[src/logic/sdc_defines.vh]
/*
 * Constants of the socket DMA and diagnostic configuration bank:
 * register offsets, field positions, reset values, codes and counts.
 * Assumes inclusion by bare name from the design file.
 */
`ifndef SDC_DEFINES_VH
`define SDC_DEFINES_VH

// register offsets, byte addresses on the register port
`define SDC_ADDR_IDENT 8'h00
`define SDC_ADDR_DIAG 8'h93
`define SDC_ADDR_DREQ 8'h94
`define SDC_ADDR_WIN 8'h98

// diagnostic controls fields
`define SDC_DIAG_RESET 8'h61
`define SDC_DIAG_ID_MASK 7
`define SDC_DIAG_SPARE 6
`define SDC_DIAG_ROUTE_SEL 5
`define SDC_DIAG_DELAYED_TXN_OFF 4
`define SDC_DIAG_RETRY_LATENCY_LONG 3
`define SDC_DIAG_CB_DISCARD 2
`define SDC_DIAG_HOST_DISCARD 1
`define SDC_DIAG_CHANGE_IRQ_ENABLE_A_EN 0

// request pin select codes
`define SDC_DREQ_RESET 2'h0
`define SDC_DREQ_NONE 2'h0
`define SDC_DREQ_SPKR 2'h1
`define SDC_DREQ_IOIS16 2'h2
`define SDC_DREQ_INPACK 2'h3

// window control fields
`define SDC_WIN_EN_BIT 0
`define SDC_WIN_WIDTH_LSB 1
`define SDC_WIN_WIDTH_MSB 2
`define SDC_WIN_BASE_LSB 4
`define SDC_WIN_BASE_MSB 15
`define SDC_WIDTH_RESET 2'h0
`define SDC_WIDTH_16 2'h1
`define SDC_BASE_RESET 12'h000

// field spans of the diagnostic byte, request select and io address
`define SDC_DIAG_MSB 7
`define SDC_FIELD_LSB 0
`define SDC_DREQ_MSB 1
`define SDC_IO_UPPER_MSB 31
`define SDC_IO_UPPER_LSB 16
`define SDC_IO_INDEX_MSB 3
`define SDC_IO_UPPER_ZERO 16'h0000

// retry latency limits and discard timer lengths, in clocks
`define SDC_RETRY_SHORT 7'h10
`define SDC_RETRY_LONG 7'h40
`define SDC_DISCARD_SHORT 1024
`define SDC_DISCARD_LONG 32768

`define SDC_ZERO32 32'h00000000
`define SDC_ONES32 32'hFFFFFFFF

`endif

[src/logic/sdc_config.v]
/*
 * Diagnostic controls and socket DMA setup registers of one socket
 * function of a card bridge, with the small pieces of logic they steer:
 * identity masking, card-change interrupt routing, retry latency,
 * discard timers, request pin choice and the DMA window decode.
 * Assumes a plain synchronous register port with one-cycle strobes and
 * inputs synchronous to clk; all state freezes while clkEn is low.
 */
`timescale 1ns/1ns
`include "sdc_defines.vh"

////////////////////////////////////////////////////////////////////////
// discard timer: counts while a completion waits, pulses at its limit
module sdc_discard_timer
#(
    parameter SHORT_LIMIT = `SDC_DISCARD_SHORT,
    parameter LONG_LIMIT = `SDC_DISCARD_LONG,
    parameter CW = 16
)
(
    input wire clk,
    input wire nrst,
    input wire clkEn,
    input wire run,
    input wire selShort,
    output reg expired_q
);
    reg [CW-1:0] count_q;
    wire [CW-1:0] lastCount;

    assign lastCount = selShort ? SHORT_LIMIT[CW-1:0] - 1'b1 : LONG_LIMIT[CW-1:0] - 1'b1;

    always @(posedge clk or negedge nrst)
    begin
        if (!nrst)
        begin
            count_q <= {CW{1'b0}};
            expired_q <= 1'b0;
        end
        else if (clkEn)
        begin
            expired_q <= 1'b0;
            if (!run)
            begin
                count_q <= {CW{1'b0}};
            end
            // >= so a select change mid-count still ends the wait
            else if (count_q >= lastCount)
            begin
                count_q <= {CW{1'b0}};
                expired_q <= 1'b1;
            end
            else
            begin
                count_q <= count_q + 1'b1;
            end
        end
    end
endmodule // sdc_discard_timer

////////////////////////////////////////////////////////////////////////
// Summary of operation
// identity mask 0 reads true ids; 1 reads all ones.
// route select 0: card-change irq to host when compat 803 bit 4 set.
// route select 1: irq to host when compat 805 bits 7:4 zero.
// retry-disable bit turns delayed transactions off.
// retry-extend bit raises retry latency limit from 16 to 64.
// card-side discard timer: 2^10 when selected, else 2^15.
// host-side discard timer: 2^10 when selected, else 2^15.
// change_irq_enable_a enable 1 makes card-change irq asynchronous; 0 does not.
// host reaches global diagnostic bits only through function 0.
// diagnostic bit 6 is stored, readable, and has no effect.
// request pin field: none, speaker, IOIS16 or INPACK pin.
// request select bits 31 to 2 read zero.
// DMA block is 16 bytes in the lowest 64 Kbytes of I/O.
// no 32-bit DMA; widest card transfer is 16 bits.
// window bits 15 to 4 hold the 16-byte aligned I/O base.
// width field: 00 eight bits, 01 sixteen bits, others reserved.
// decode enable bit 0 enables the block; resets disabled.
// extended addressing bit 3 always reads zero.
module sdc_config
#(
    // arbitrary identity values, not those of any real part
    parameter [15:0] VENDOR_ID = 16'h1234,
    parameter [15:0] DEVICE_ID = 16'h5678,
    parameter DISCARD_SHORT = `SDC_DISCARD_SHORT,
    parameter DISCARD_LONG = `SDC_DISCARD_LONG
)
(
    input wire clk,
    input wire nrst,
    input wire clkEn,
    input wire [7:0] regAddr,
    input wire [31:0] regWdata,
    input wire regWr,
    input wire regRd,
    output reg [31:0] regRdata_q,
    input wire changePending,
    input wire compat803Bit4,
    input wire [3:0] compat805Irq,
    output reg changeIrqHost_q,
    output reg changeIrqAsync_q,
    output reg delayedTxnOff_q,
    input wire retryWait,
    output reg retryTimeout_q,
    input wire cardDiscardRun,
    input wire hostDiscardRun,
    output reg cardDiscardExpired_q,
    output reg hostDiscardExpired_q,
    input wire cardSpkr,
    input wire cardIois16,
    input wire cardInpack,
    output reg dmaRequest_q,
    input wire [31:0] ioAddr,
    input wire ioValid,
    output reg ddmaHit_q,
    output reg [3:0] ddmaRegIndex_q,
    output reg xferWide_q
);
    reg [7:0] diagCtl_q;
    reg [1:0] requestPinSelect_q;
    reg [11:0] ddmaIoBase_q;
    reg [1:0] transferWidth_q;
    reg ddmaDecodeEnable_q;
    reg [6:0] retryCount_q;
    reg [31:0] readValue;
    reg routeOk;
    reg pinLevel;
    wire [6:0] retryLast;
    wire cardExpire;
    wire hostExpire;

    ////////////////////////////////////////////////////////////////////
    // register writes
    always @(posedge clk or negedge nrst)
    begin
        if (!nrst)
        begin
            diagCtl_q <= `SDC_DIAG_RESET;
            requestPinSelect_q <= `SDC_DREQ_RESET;
            ddmaIoBase_q <= `SDC_BASE_RESET;
            transferWidth_q <= `SDC_WIDTH_RESET;
            ddmaDecodeEnable_q <= 1'b0;
        end
        else if (clkEn && regWr)
        begin
            // bit 6 is plain storage, every bit of the byte is writable
            if (regAddr == `SDC_ADDR_DIAG)
            begin
                diagCtl_q <= regWdata[`SDC_DIAG_MSB:`SDC_FIELD_LSB];
            end
            else if (regAddr == `SDC_ADDR_DREQ)
            begin
                requestPinSelect_q <= regWdata[`SDC_DREQ_MSB:`SDC_FIELD_LSB];
            end
            else if (regAddr == `SDC_ADDR_WIN)
            begin
                ddmaIoBase_q <= regWdata[`SDC_WIN_BASE_MSB:`SDC_WIN_BASE_LSB];
                transferWidth_q <= regWdata[`SDC_WIN_WIDTH_MSB:`SDC_WIN_WIDTH_LSB];
                ddmaDecodeEnable_q <= regWdata[`SDC_WIN_EN_BIT];
            end
        end
    end

    ////////////////////////////////////////////////////////////////////
    // read decode
    always @*
    begin
        readValue = `SDC_ZERO32;
        if (regAddr == `SDC_ADDR_IDENT)
        begin
            if (diagCtl_q[`SDC_DIAG_ID_MASK])
            begin
                readValue = `SDC_ONES32;
            end
            else
            begin
                readValue = {DEVICE_ID, VENDOR_ID};
            end
        end
        else if (regAddr == `SDC_ADDR_DIAG)
        begin
            readValue[`SDC_DIAG_MSB:`SDC_FIELD_LSB] = diagCtl_q;
        end
        else if (regAddr == `SDC_ADDR_DREQ)
        begin
            readValue[`SDC_DREQ_MSB:`SDC_FIELD_LSB] = requestPinSelect_q;
        end
        else if (regAddr == `SDC_ADDR_WIN)
        begin
            // bit 3 and bits 31:16 stay zero
            readValue[`SDC_WIN_BASE_MSB:`SDC_WIN_BASE_LSB] = ddmaIoBase_q;
            readValue[`SDC_WIN_WIDTH_MSB:`SDC_WIN_WIDTH_LSB] = transferWidth_q;
            readValue[`SDC_WIN_EN_BIT] = ddmaDecodeEnable_q;
        end
    end

    // read data stand only in the cycle after the strobe
    always @(posedge clk or negedge nrst)
    begin
        if (!nrst)
        begin
            regRdata_q <= `SDC_ZERO32;
        end
        else if (clkEn)
        begin
            regRdata_q <= regRd ? readValue : `SDC_ZERO32;
        end
    end

    ////////////////////////////////////////////////////////////////////
    // card-change routing and request pin choice
    always @*
    begin
        if (diagCtl_q[`SDC_DIAG_ROUTE_SEL])
        begin
            routeOk = (compat805Irq == 4'h0);
        end
        else
        begin
            routeOk = compat803Bit4;
        end
    end

    // unselected pins are ignored, so the card may toggle them freely
    always @*
    begin
        if (requestPinSelect_q == `SDC_DREQ_SPKR)
        begin
            pinLevel = cardSpkr;
        end
        else if (requestPinSelect_q == `SDC_DREQ_IOIS16)
        begin
            pinLevel = cardIois16;
        end
        else if (requestPinSelect_q == `SDC_DREQ_INPACK)
        begin
            pinLevel = cardInpack;
        end
        else
        begin
            pinLevel = 1'b0;
        end
    end

    ////////////////////////////////////////////////////////////////////
    // retry latency: wait cycles before a retry is forced
    assign retryLast = diagCtl_q[`SDC_DIAG_RETRY_LATENCY_LONG] ?
        `SDC_RETRY_LONG - 7'h01 : `SDC_RETRY_SHORT - 7'h01;

    sdc_discard_timer #(
        .SHORT_LIMIT(DISCARD_SHORT),
        .LONG_LIMIT(DISCARD_LONG)
    ) cardTimer (
        .clk(clk),
        .nrst(nrst),
        .clkEn(clkEn),
        .run(cardDiscardRun && !diagCtl_q[`SDC_DIAG_DELAYED_TXN_OFF]),
        .selShort(diagCtl_q[`SDC_DIAG_CB_DISCARD]),
        .expired_q(cardExpire)
    );

    sdc_discard_timer #(
        .SHORT_LIMIT(DISCARD_SHORT),
        .LONG_LIMIT(DISCARD_LONG)
    ) hostTimer (
        .clk(clk),
        .nrst(nrst),
        .clkEn(clkEn),
        .run(hostDiscardRun && !diagCtl_q[`SDC_DIAG_DELAYED_TXN_OFF]),
        .selShort(diagCtl_q[`SDC_DIAG_HOST_DISCARD]),
        .expired_q(hostExpire)
    );

    ////////////////////////////////////////////////////////////////////
    // registered outputs
    always @(posedge clk or negedge nrst)
    begin
        if (!nrst)
        begin
            changeIrqHost_q <= 1'b0;
            changeIrqAsync_q <= 1'b0;
            delayedTxnOff_q <= 1'b0;
            cardDiscardExpired_q <= 1'b0;
            hostDiscardExpired_q <= 1'b0;
            dmaRequest_q <= 1'b0;
        end
        else if (clkEn)
        begin
            changeIrqHost_q <= changePending && routeOk;
            changeIrqAsync_q <= changePending && routeOk
                && diagCtl_q[`SDC_DIAG_CHANGE_IRQ_ENABLE_A_EN];
            delayedTxnOff_q <= diagCtl_q[`SDC_DIAG_DELAYED_TXN_OFF];
            cardDiscardExpired_q <= cardExpire;
            hostDiscardExpired_q <= hostExpire;
            dmaRequest_q <= pinLevel;
        end
    end

    ////////////////////////////////////////////////////////////////////
    // retry latency counter, one pulse per elapsed limit
    always @(posedge clk or negedge nrst)
    begin
        if (!nrst)
        begin
            retryCount_q <= 7'h00;
            retryTimeout_q <= 1'b0;
        end
        else if (clkEn)
        begin
            // with delayed transactions off there is no retry to time
            retryTimeout_q <= 1'b0;
            if (!retryWait || diagCtl_q[`SDC_DIAG_DELAYED_TXN_OFF])
            begin
                retryCount_q <= 7'h00;
            end
            else if (retryCount_q >= retryLast)
            begin
                retryCount_q <= 7'h00;
                retryTimeout_q <= 1'b1;
            end
            else
            begin
                retryCount_q <= retryCount_q + 7'h01;
            end
        end
    end

    ////////////////////////////////////////////////////////////////////
    // DMA window decode, one cycle behind the io address
    always @(posedge clk or negedge nrst)
    begin
        if (!nrst)
        begin
            ddmaHit_q <= 1'b0;
            ddmaRegIndex_q <= 4'h0;
            xferWide_q <= 1'b0;
        end
        else if (clkEn)
        begin
            // upper half must be zero: window lives below 64 Kbytes
            ddmaHit_q <= ioValid && ddmaDecodeEnable_q
                && (ioAddr[`SDC_IO_UPPER_MSB:`SDC_IO_UPPER_LSB] == `SDC_IO_UPPER_ZERO)
                && (ioAddr[`SDC_WIN_BASE_MSB:`SDC_WIN_BASE_LSB] == ddmaIoBase_q);
            ddmaRegIndex_q <= ioAddr[`SDC_IO_INDEX_MSB:`SDC_FIELD_LSB];
            // reserved width codes fall back to 8 bits; never wider than 16
            xferWide_q <= (transferWidth_q == `SDC_WIDTH_16);
        end
    end
endmodule // sdc_config

[config.mk]
export PLATFORM = sky130hd
export DESIGN_NAME = sdc_config
export DESIGN_NICKNAME = d
export VERILOG_FILES = /design/src/logic/sdc_config.v
export VERILOG_INCLUDE_DIRS = /design/src /design/src/logic
export SDC_FILE = /design/constraint.sdc
export NUM_CORES = 1
export LEC_CHECK = 0
export BUFFER_PORTS_ARGS = -buffer_cell sky130_fd_sc_hd__buf_2
export CAP_MARGIN = 10
export CORE_MARGIN = 1.5
export CORE_UTILIZATION = 26
export DETAILED_ROUTE_END_ITERATION = 6
export SETUP_SLACK_MARGIN = 0.5
export SYNTH_ARGS = -nofsm -noshare
export SYNTH_HDL_FRONTEND = slang
export SYNTH_HIERARCHICAL = 1
export SYNTH_SLANG_ARGS = --single-unit
export TNS_END_PERCENT = 5
[constraint.sdc]
create_clock -name clk -period 3.1 [get_ports clk]
set_clock_uncertainty 0.2 [all_clocks]
set_input_delay 0.62 -clock clk [delete_from_list [all_inputs] [get_ports clk]]
set_output_delay 0.62 -clock clk [all_outputs]
set_load 0.05 [all_outputs]
==> results.json, run 1 <==
{
  "status": "finished, final reports clean",
  "antenna_found_initial": 1,
  "yosys_register_bits": 97,
  "vias": 4127,
  "numCtsBuffers": 9,
  "syn_inst": 478,
  "multi_input_area_mm2": 0.00268,
  "worst-r2r-setup-slack_ns": 0.69,
  "cp_max_fo": 13,
  "ios": 135,
  "timing.final.ws_setup_ns": 0.695,
  "drt-total-wl_um": 12700,
  "hold_buffers": 0,
  "grt_first_pass_wirelength_um": 20600,
  "yosysUniqueCellTypes": 60,
  "cts_htree_levels": 3,
  "cell_internal_pwr_mw": 2.07,
  "seqCellArea_mm2": 0.00243,
  "track_usage": 0.119,
  "postSynthAreaPerCell_um2": 11.3,
  "relSlewSlack": 0.523,
  "use_met3": 0.0323,
  "setup_viol": 0,
  "p_switching_mw": 0.748,
  "drtPass1Iterations": 4,
  "clock_path_buffers": 2,
  "rows": 52,
  "max_freq_mhz": 416,
  "synthFlopType": "dfrtp_1",
  "grt_pass1_vias": 3951,
  "syn_nets": 583,
  "period_needed_ns": 2.41,
  "grt.busiest_layer": "met2",
  "tritoncts": "yes",
  "vdd_drop_max_mv": 0.238,
  "dpl_worst_slack_ns": 0.555,
  "p_per_area_mw_per_mm2": 432,
  "critical_path_arrival_ns": 2.45,
  "pwr-share-comb": 0.105,
  "die_x_um": 147,
  "syn_area_mm2": 0.00542,
  "grt_max_degree": 58,
  "drc": 0,
  "fillers": 2084,
  "synth.yosys.warnings": 6,
  "nets": 688,
  "use_met1": 0.158,
  "r2r.worst_path.cells": 6,
  "core-area_mm2": 0.0204,
  "crit_path_frequent_cell": "nand2_2",
  "rsz0062_at_grt": "false",
  "ctsResizeCount": 0,
  "initial_core_util": 0.266,
  "r2r_start": "diagCtl_q[1]$_DFFE_PN0P_",
  "required_ns": 3.14,
  "drtIter0Drc": 160,
  "fp.dieH_um": 147,
  "numClockSinks": 97,
  "hold_class": "input pin to asynchronous set/reset pin",
  "tns_ns": 0,
  "ant_nets": 0,
  "drive_gt1_frac": 0.372,
  "swShare": 0.265,
  "crit_chain": "ha_1, a211oi_2, nand2_2, nor3_4, nand2_2, o311ai_1",
  "rr_endpoint": "hostTimer/count_q[14]$_DFFE_PN0P_",
  "leakage_nw": 3.08,
  "slowest_delay_ns": 0.48,
  "worstMarginPinSlew_ns": 0.712,
  "cap_viol_max_count": 0,
  "area_growth_pct": 20.6,
  "viasPerCell": 4.80,
  "ys_seq_area_frac": 0.449,
  "critPathSlowestCell": "dfrtp_1",
  "synthArstFlopShare": 1.00,
  "root_buffer": "clkbuf_16",
  "insertion_delay_ns": 0.34,
  "place.gp.congestion": 0.789,
  "worst_setup_path_start_kind": "register",
  "dieArea_mm2": 0.0217,
  "port-buffer-count": 118,
  "path_class": "register to register",
  "post-cts-setup-buffers": 0,
  "hold_viol": 0,
  "hpwl_um": 9270,
  "cp-end-kind": "register",
  "cts.reportedPaths.clkPinSlew_ns": 0.07,
  "overflow": 0,
  "pwr-share-clk": 0.412,
  "power_frac_seq": 0.484,
  "slew_viol_final": 0,
  "synth_edf_count": 0,
  "grt_use_met2": 0.191,
  "wl_per_cell_um": 14.8,
  "period_share": 0.776
}
[state kept, by name, indices dropped and copies added, names as in the netlist, 2 cells and up]
name	count
ddmaIoBase_q	12
ddmaRegIndex_q	4
retryCount_q	7
requestPinSelect_q	2
regRdata_q	18
transferWidth_q	2
cardTimer/count_q	16
hostTimer/count_q	16
diagCtl_q	8
[per-stage QoR]
| stage | cell area [µm²] | utilization | total power [mW] | hold WS, ns | std cells |
|---|---|---|---|---|---|
| global route | 6530 | 0.321 | 2.94 | 0.112 | 858 |
| detailed placement | 6220 | 0.305 | 1.69 | 0.273 | 842 |
| floorplan | 5420 | - | 1.55 | 0.124 | 478 |
| CTS | 6530 | 0.321 | 2.86 | 0.0840 | 858 |
| global placement | 6220 | 0.305 | 1.69 | 0.266 | 842 |
| finish | 6530 | 0.321 | 2.82 | 0.0669 | 859 |
[routing by layer]
layer  up-vias  wire, µm
met4         0        95
met1      2012      6000
li1       1998         -
met5         -         0
met2       111      5870
met3         6       723
[synthesized netlist by cell type, types with 5 or more instances]
cell	instances	area share
dfrtp_1	94	0.43
nand3_1	34	0.031
mux2_2	24	0.050
nand2_1	24	0.017
inv_1	20	0.014
a21oi_1	19	0.018
buf_4	16	0.022
o2bb2ai_1	16	0.026
ha_1	15	0.035
o21ai_0	14	0.013
nand2b_1	13	0.015
nand4_1	12	0.014
nor2_1	12	0.0083
nor2b_1	11	0.013
mux2_4	10	0.028
o31ai_2	10	0.023
clkbuf_1	9	0.0062
xnor2_1	8	0.013
a221oi_1	6	0.0097
and4_1	6	0.0097
nor4_1	6	0.0069
o311ai_1	6	0.0097
o31ai_1	6	0.0083
xor2_1	6	0.0097
buf_6	5	0.010
[worst max path at each step]
stage / from / endpoint / slack (ns)
2_1_floorplan: diagCtl_q[1]$_DFFE_PN0P_ / hostTimer/count_q[3]$_DFFE_PN0P_ / 0.96
3_3_place_gp: regAddr[6] / diagCtl_q[4]$_DFFE_PN0P_ / 0.60
3_5_place_dp: regAddr[6] / diagCtl_q[3]$_DFFE_PN0P_ / 0.55
6_report: diagCtl_q[1]$_DFFE_PN0P_ / hostTimer/count_q[14]$_DFFE_PN0P_ / 0.69
4_1_cts: diagCtl_q[1]$_DFFE_PN0P_ / hostTimer/count_q[14]$_DFFE_PN0P_ / 0.67
5_1_grt: diagCtl_q[1]$_DFFE_PN0P_ / hostTimer/count_q[14]$_DFFE_PN0P_ / 0.56
[worst max-delay path: cells and delay by family, from the launching register on]
kind,cells,cell delay [ns]
flip-flops,1,0.48
AO/OA/AOI/OAI,2,0.60
AND/OR/NAND/NOR,3,0.64
adder cells (fa/ha/maj),1,0.38
[cell usage in the layout, fill, tap and decap left out, drive strengths merged, types with 11 or more instances in the layout]
master	instances
nor2	12
nand2b	13
nand4	12
a21oi	19
o31ai	16
mux2	34
nand2	28
dfrtp	94
o311ai	14
ha	15
buf	128
nand3	38
o2bb2ai	16
inv	23
nor2b	11
o21ai	16
[power by group through the flow]
| stage | registers, mW | clock network (mW) | logic (mW) |
|---|---|---|---|
| 3_5_place_dp | 1.39 | 0 | 0.302 |
| 6_report | 1.36 | 1.16 | 0.295 |
| 4_1_cts | 1.36 | 1.20 | 0.303 |
| 3_3_place_gp | 1.39 | 0 | 0.298 |
| 5_1_grt | 1.37 | 1.24 | 0.326 |
| 2_1_floorplan | 1.41 | 0 | 0.146 |
[area by class of cell]
type                       instances  area share
antenna                            1    0.000383
clock inverter                     7      0.0130
tap                              270      0.0517
clock buffer                       9      0.0345
timing repair buffer             128       0.106
sequential                        97       0.372
inverter                          20      0.0115
multi-input combinational        327       0.411
[cell families (layout without fill, tap and decap cells)]
logic type      count (synthesis)  in the layout  share of synthesized area
simple gates                  149            149                      0.172
compound gates                111            111                      0.181
flops                          97             97                      0.449
buf+inv                        54            164                     0.0561
mux                            38             38                     0.0850
fa+ha+maj                      15             15                     0.0347
xor+xnor                       14             14                     0.0226
other cells                     0              1                          0
No activity file was read; power rests on OpenSTA's default activity.
==> inputs of run 2 (changes only) <==
==> constraint.sdc (replaced) <==
create_clock -name clk -period 2.16 [get_ports clk]
set_clock_uncertainty 0.2 [all_clocks]
set_input_delay 0.432 -clock clk [delete_from_list [all_inputs] [get_ports clk]]
set_output_delay 0.432 -clock clk [all_outputs]
set_load 0.05 [all_outputs]
==> run 2 against run 1 <==
Compared with the run above:
- the run now ends with negative setup slack left
- global-route usage is 0.99 points higher
- cell area is 15% higher
- die area stayed put
- sequential share of layout area is 4.7 points lower
- via count is 3.7% higher
- worst hold slack better by 0.045 ns
- core utilization is 4.7 points higher
- flip-flop and latch count stayed put
- combinational power is 73% higher
- wire length is 11% higher
- critical path type unchanged
- largest power group unchanged
==> results.json, run 2 (synthesis gave the netlist of run 1 again) <==
{
  "p_per_area_mw_per_mm2": 538,
  "p_total_mw": 4.02,
  "cap_viol_max_count": 0,
  "status": "finished, violations left",
  "numClockSinks": 97,
  "diodes": 0,
  "fp.dieH_um": 147,
  "most-common-layout-cells": "buf_2, dfrtp_1, buf_4, nand3_1, nand2_1",
  "vias": 4280,
  "place_inst": 873,
  "cp-end-kind": "register",
  "cts_htree_levels": 3,
  "vdd_drop_max_mv": 0.375,
  "drtIter0Drc": 143,
  "clock_path_buffers": 2,
  "overflow": 0,
  "period_needed_ns": 2.21,
  "final_common_cell": "buf_2",
  "worst_setup_path_start_kind": "register",
  "port-buffer-count": 118,
  "hold_viol": 0,
  "grt_max_degree": 62,
  "slew_viol_final": 0,
  "die_x_um": 147,
  "grt_pass1_vias": 4142,
  "fin_area_mm2": 0.00748,
  "max_freq_mhz": 453,
  "critical_path_arrival_ns": 2.23,
  "drtPass1Iterations": 4,
  "area_growth_pct": 38.2,
  "track_usage": 0.129,
  "setup_viol": 21,
  "rsz0062_at_grt": "true",
  "cp_max_fo": 8,
  "drc": 0,
  "ant_nets": 0,
  "tritoncts": "yes",
  "fin_cells": 904,
  "worst_hold_slack_ns": 0.112,
  "worstMarginPinSlew_ns": 0.541,
  "largest_reg_flops": 18,
  "largest_registers": "regRdata_q: 18 flops, cardTimer/count_q: 16 flops, hostTimer/count_q: 16 flops",
  "insertion_delay_ns": 0.35,
  "initial_core_util": 0.266,
  "root_buffer": "clkbuf_16",
  "hpwl_um": 10100,
  "path_class": "register to register",
  "placed_cell_area_mm2": 0.00658,
  "core-area_mm2": 0.0204,
  "grt_first_pass_wirelength_um": 22100,
  "drive_gt1_frac": 0.484,
  "timing.final.ws_setup_ns": -0.0483,
  "place.gp.congestion": 0.771,
  "nets": 734,
  "rows": 52,
  "violations": "negative setup slack",
  "hold_class": "input pin to register",
  "wl_per_cell_um": 15.6,
  "relSlewSlack": 0.636,
  "viasPerCell": 4.73,
  "worst-r2r-setup-slack_ns": -0.05,
  "ios": 135,
  "top_register": "regRdata_q",
  "antenna_found_initial": 0,
  "dieArea_mm2": 0.0217,
  "cts.reportedPaths.clkPinSlew_ns": 0.07,
  "numCtsBuffers": 9,
  "final_util": 0.368,
  "period_share": 1.02,
  "leakage_nw": 3.43,
  "required_ns": 2.18,
  "drt-total-wl_um": 14100
}
==> run 2: cell count changes in the layout (fill, tap and decap cells not counted), moves of 5 or more <==
cell	previous run	this run
dfrtp_2	0	5
nand3_2	3	8
buf_2	117	95
ha_1	15	6
buf_4	9	46
dfrtp_1	94	89
mux2_2	24	19
buf_12	2	7
buf_8	0	7
nand3_1	34	28
ha_4	0	8
buf_6	0	13
mux2_4	10	15
==> run 2: cell type report <==
class	instances	area [µm²]
clock buffer	10	229
clock inverter	6	52.6
fill	1992	12900
inverter	20	75.1
multi-input combinational	327	3070
sequential	97	2440
tap	270	338
timing repair buffer	174	1280
==> run 2: through the flow <==
step,setup TNS (ns),setup slack (ns)
final,-0.540,-0.0483
after global routing,-2.94,-0.136
after CTS,-0.276,-0.0292
after detailed placement,-0.870,-0.0880
after global placement,-0.500,-0.0606
after floorplan,0,0.122
==> run 2: repair_timing <==
item                                    CTS  global route
endpoints found under the setup margin   87            94
setup buffers                             6             7
gates resized for setup                  17           109
endpoints found under the hold margin    18             0
hold buffers                              1             0
pin swaps                                18            20
gates cloned                              1             0
==> run 2: worst max-delay path: stages, from the launching register on <==
cell and delay (ns):
dfrtp_2 0.47, buf_12 0.15, ha_4 0.27, nand4b_4 0.15, nor4_4 0.38, nor3_4 0.10, nand2_2 0.13, buf_12 0.15
o311ai_4 0.08
==> run 2: path summary, 6_finish.rpt <==
| kind | from | end | cells past startpoint |
|---|---|---|---|
| max | diagCtl_q[1]$_DFFE_PN0P_ | hostTimer/count_q[2]$_DFFE_PN0P_ | 8 |
| min | ioAddr[2] | ddmaRegIndex_q[2]$_DFFE_PN0P_ | 2 |
| max reg2reg | diagCtl_q[1]$_DFFE_PN0P_ | hostTimer/count_q[2]$_DFFE_PN0P_ | 8 |
| min reg2reg | regRdata_q[4]$_DFFE_PN0P_ | regRdata_q[4]$_DFFE_PN0P_ | 1 |
| max in group asynchronous | nrst | diagCtl_q[5]$_DFFE_PN1P_ | 3 |
| min in group asynchronous | nrst | regRdata_q[7]$_DFFE_PN0P_ | 2 |
==> run 2: per-layer routing <==
| layer | share of wire | vias up | track usage |
|---|---|---|---|
| met5 | 0 | - | 0 |
| met4 | 0.0080 | 0 | 0.0285 |
| met3 | 0.046 | 10 | 0.0289 |
| met2 | 0.47 | 95 | 0.205 |
| met1 | 0.47 | 2087 | 0.179 |
| li1 | - | 2088 | - |
==> run 2: report_power, final <==
part | internal (mW) | switching, mW | leakage [nW] | total [mW]
clock | 0.798 | 0.749 | 0.131 | 1.55
sequential | 1.88 | 0.0879 | 1.31 | 1.97
combinational | 0.237 | 0.273 | 1.99 | 0.510
total | 2.91 | 1.11 | 3.43 | 4.02
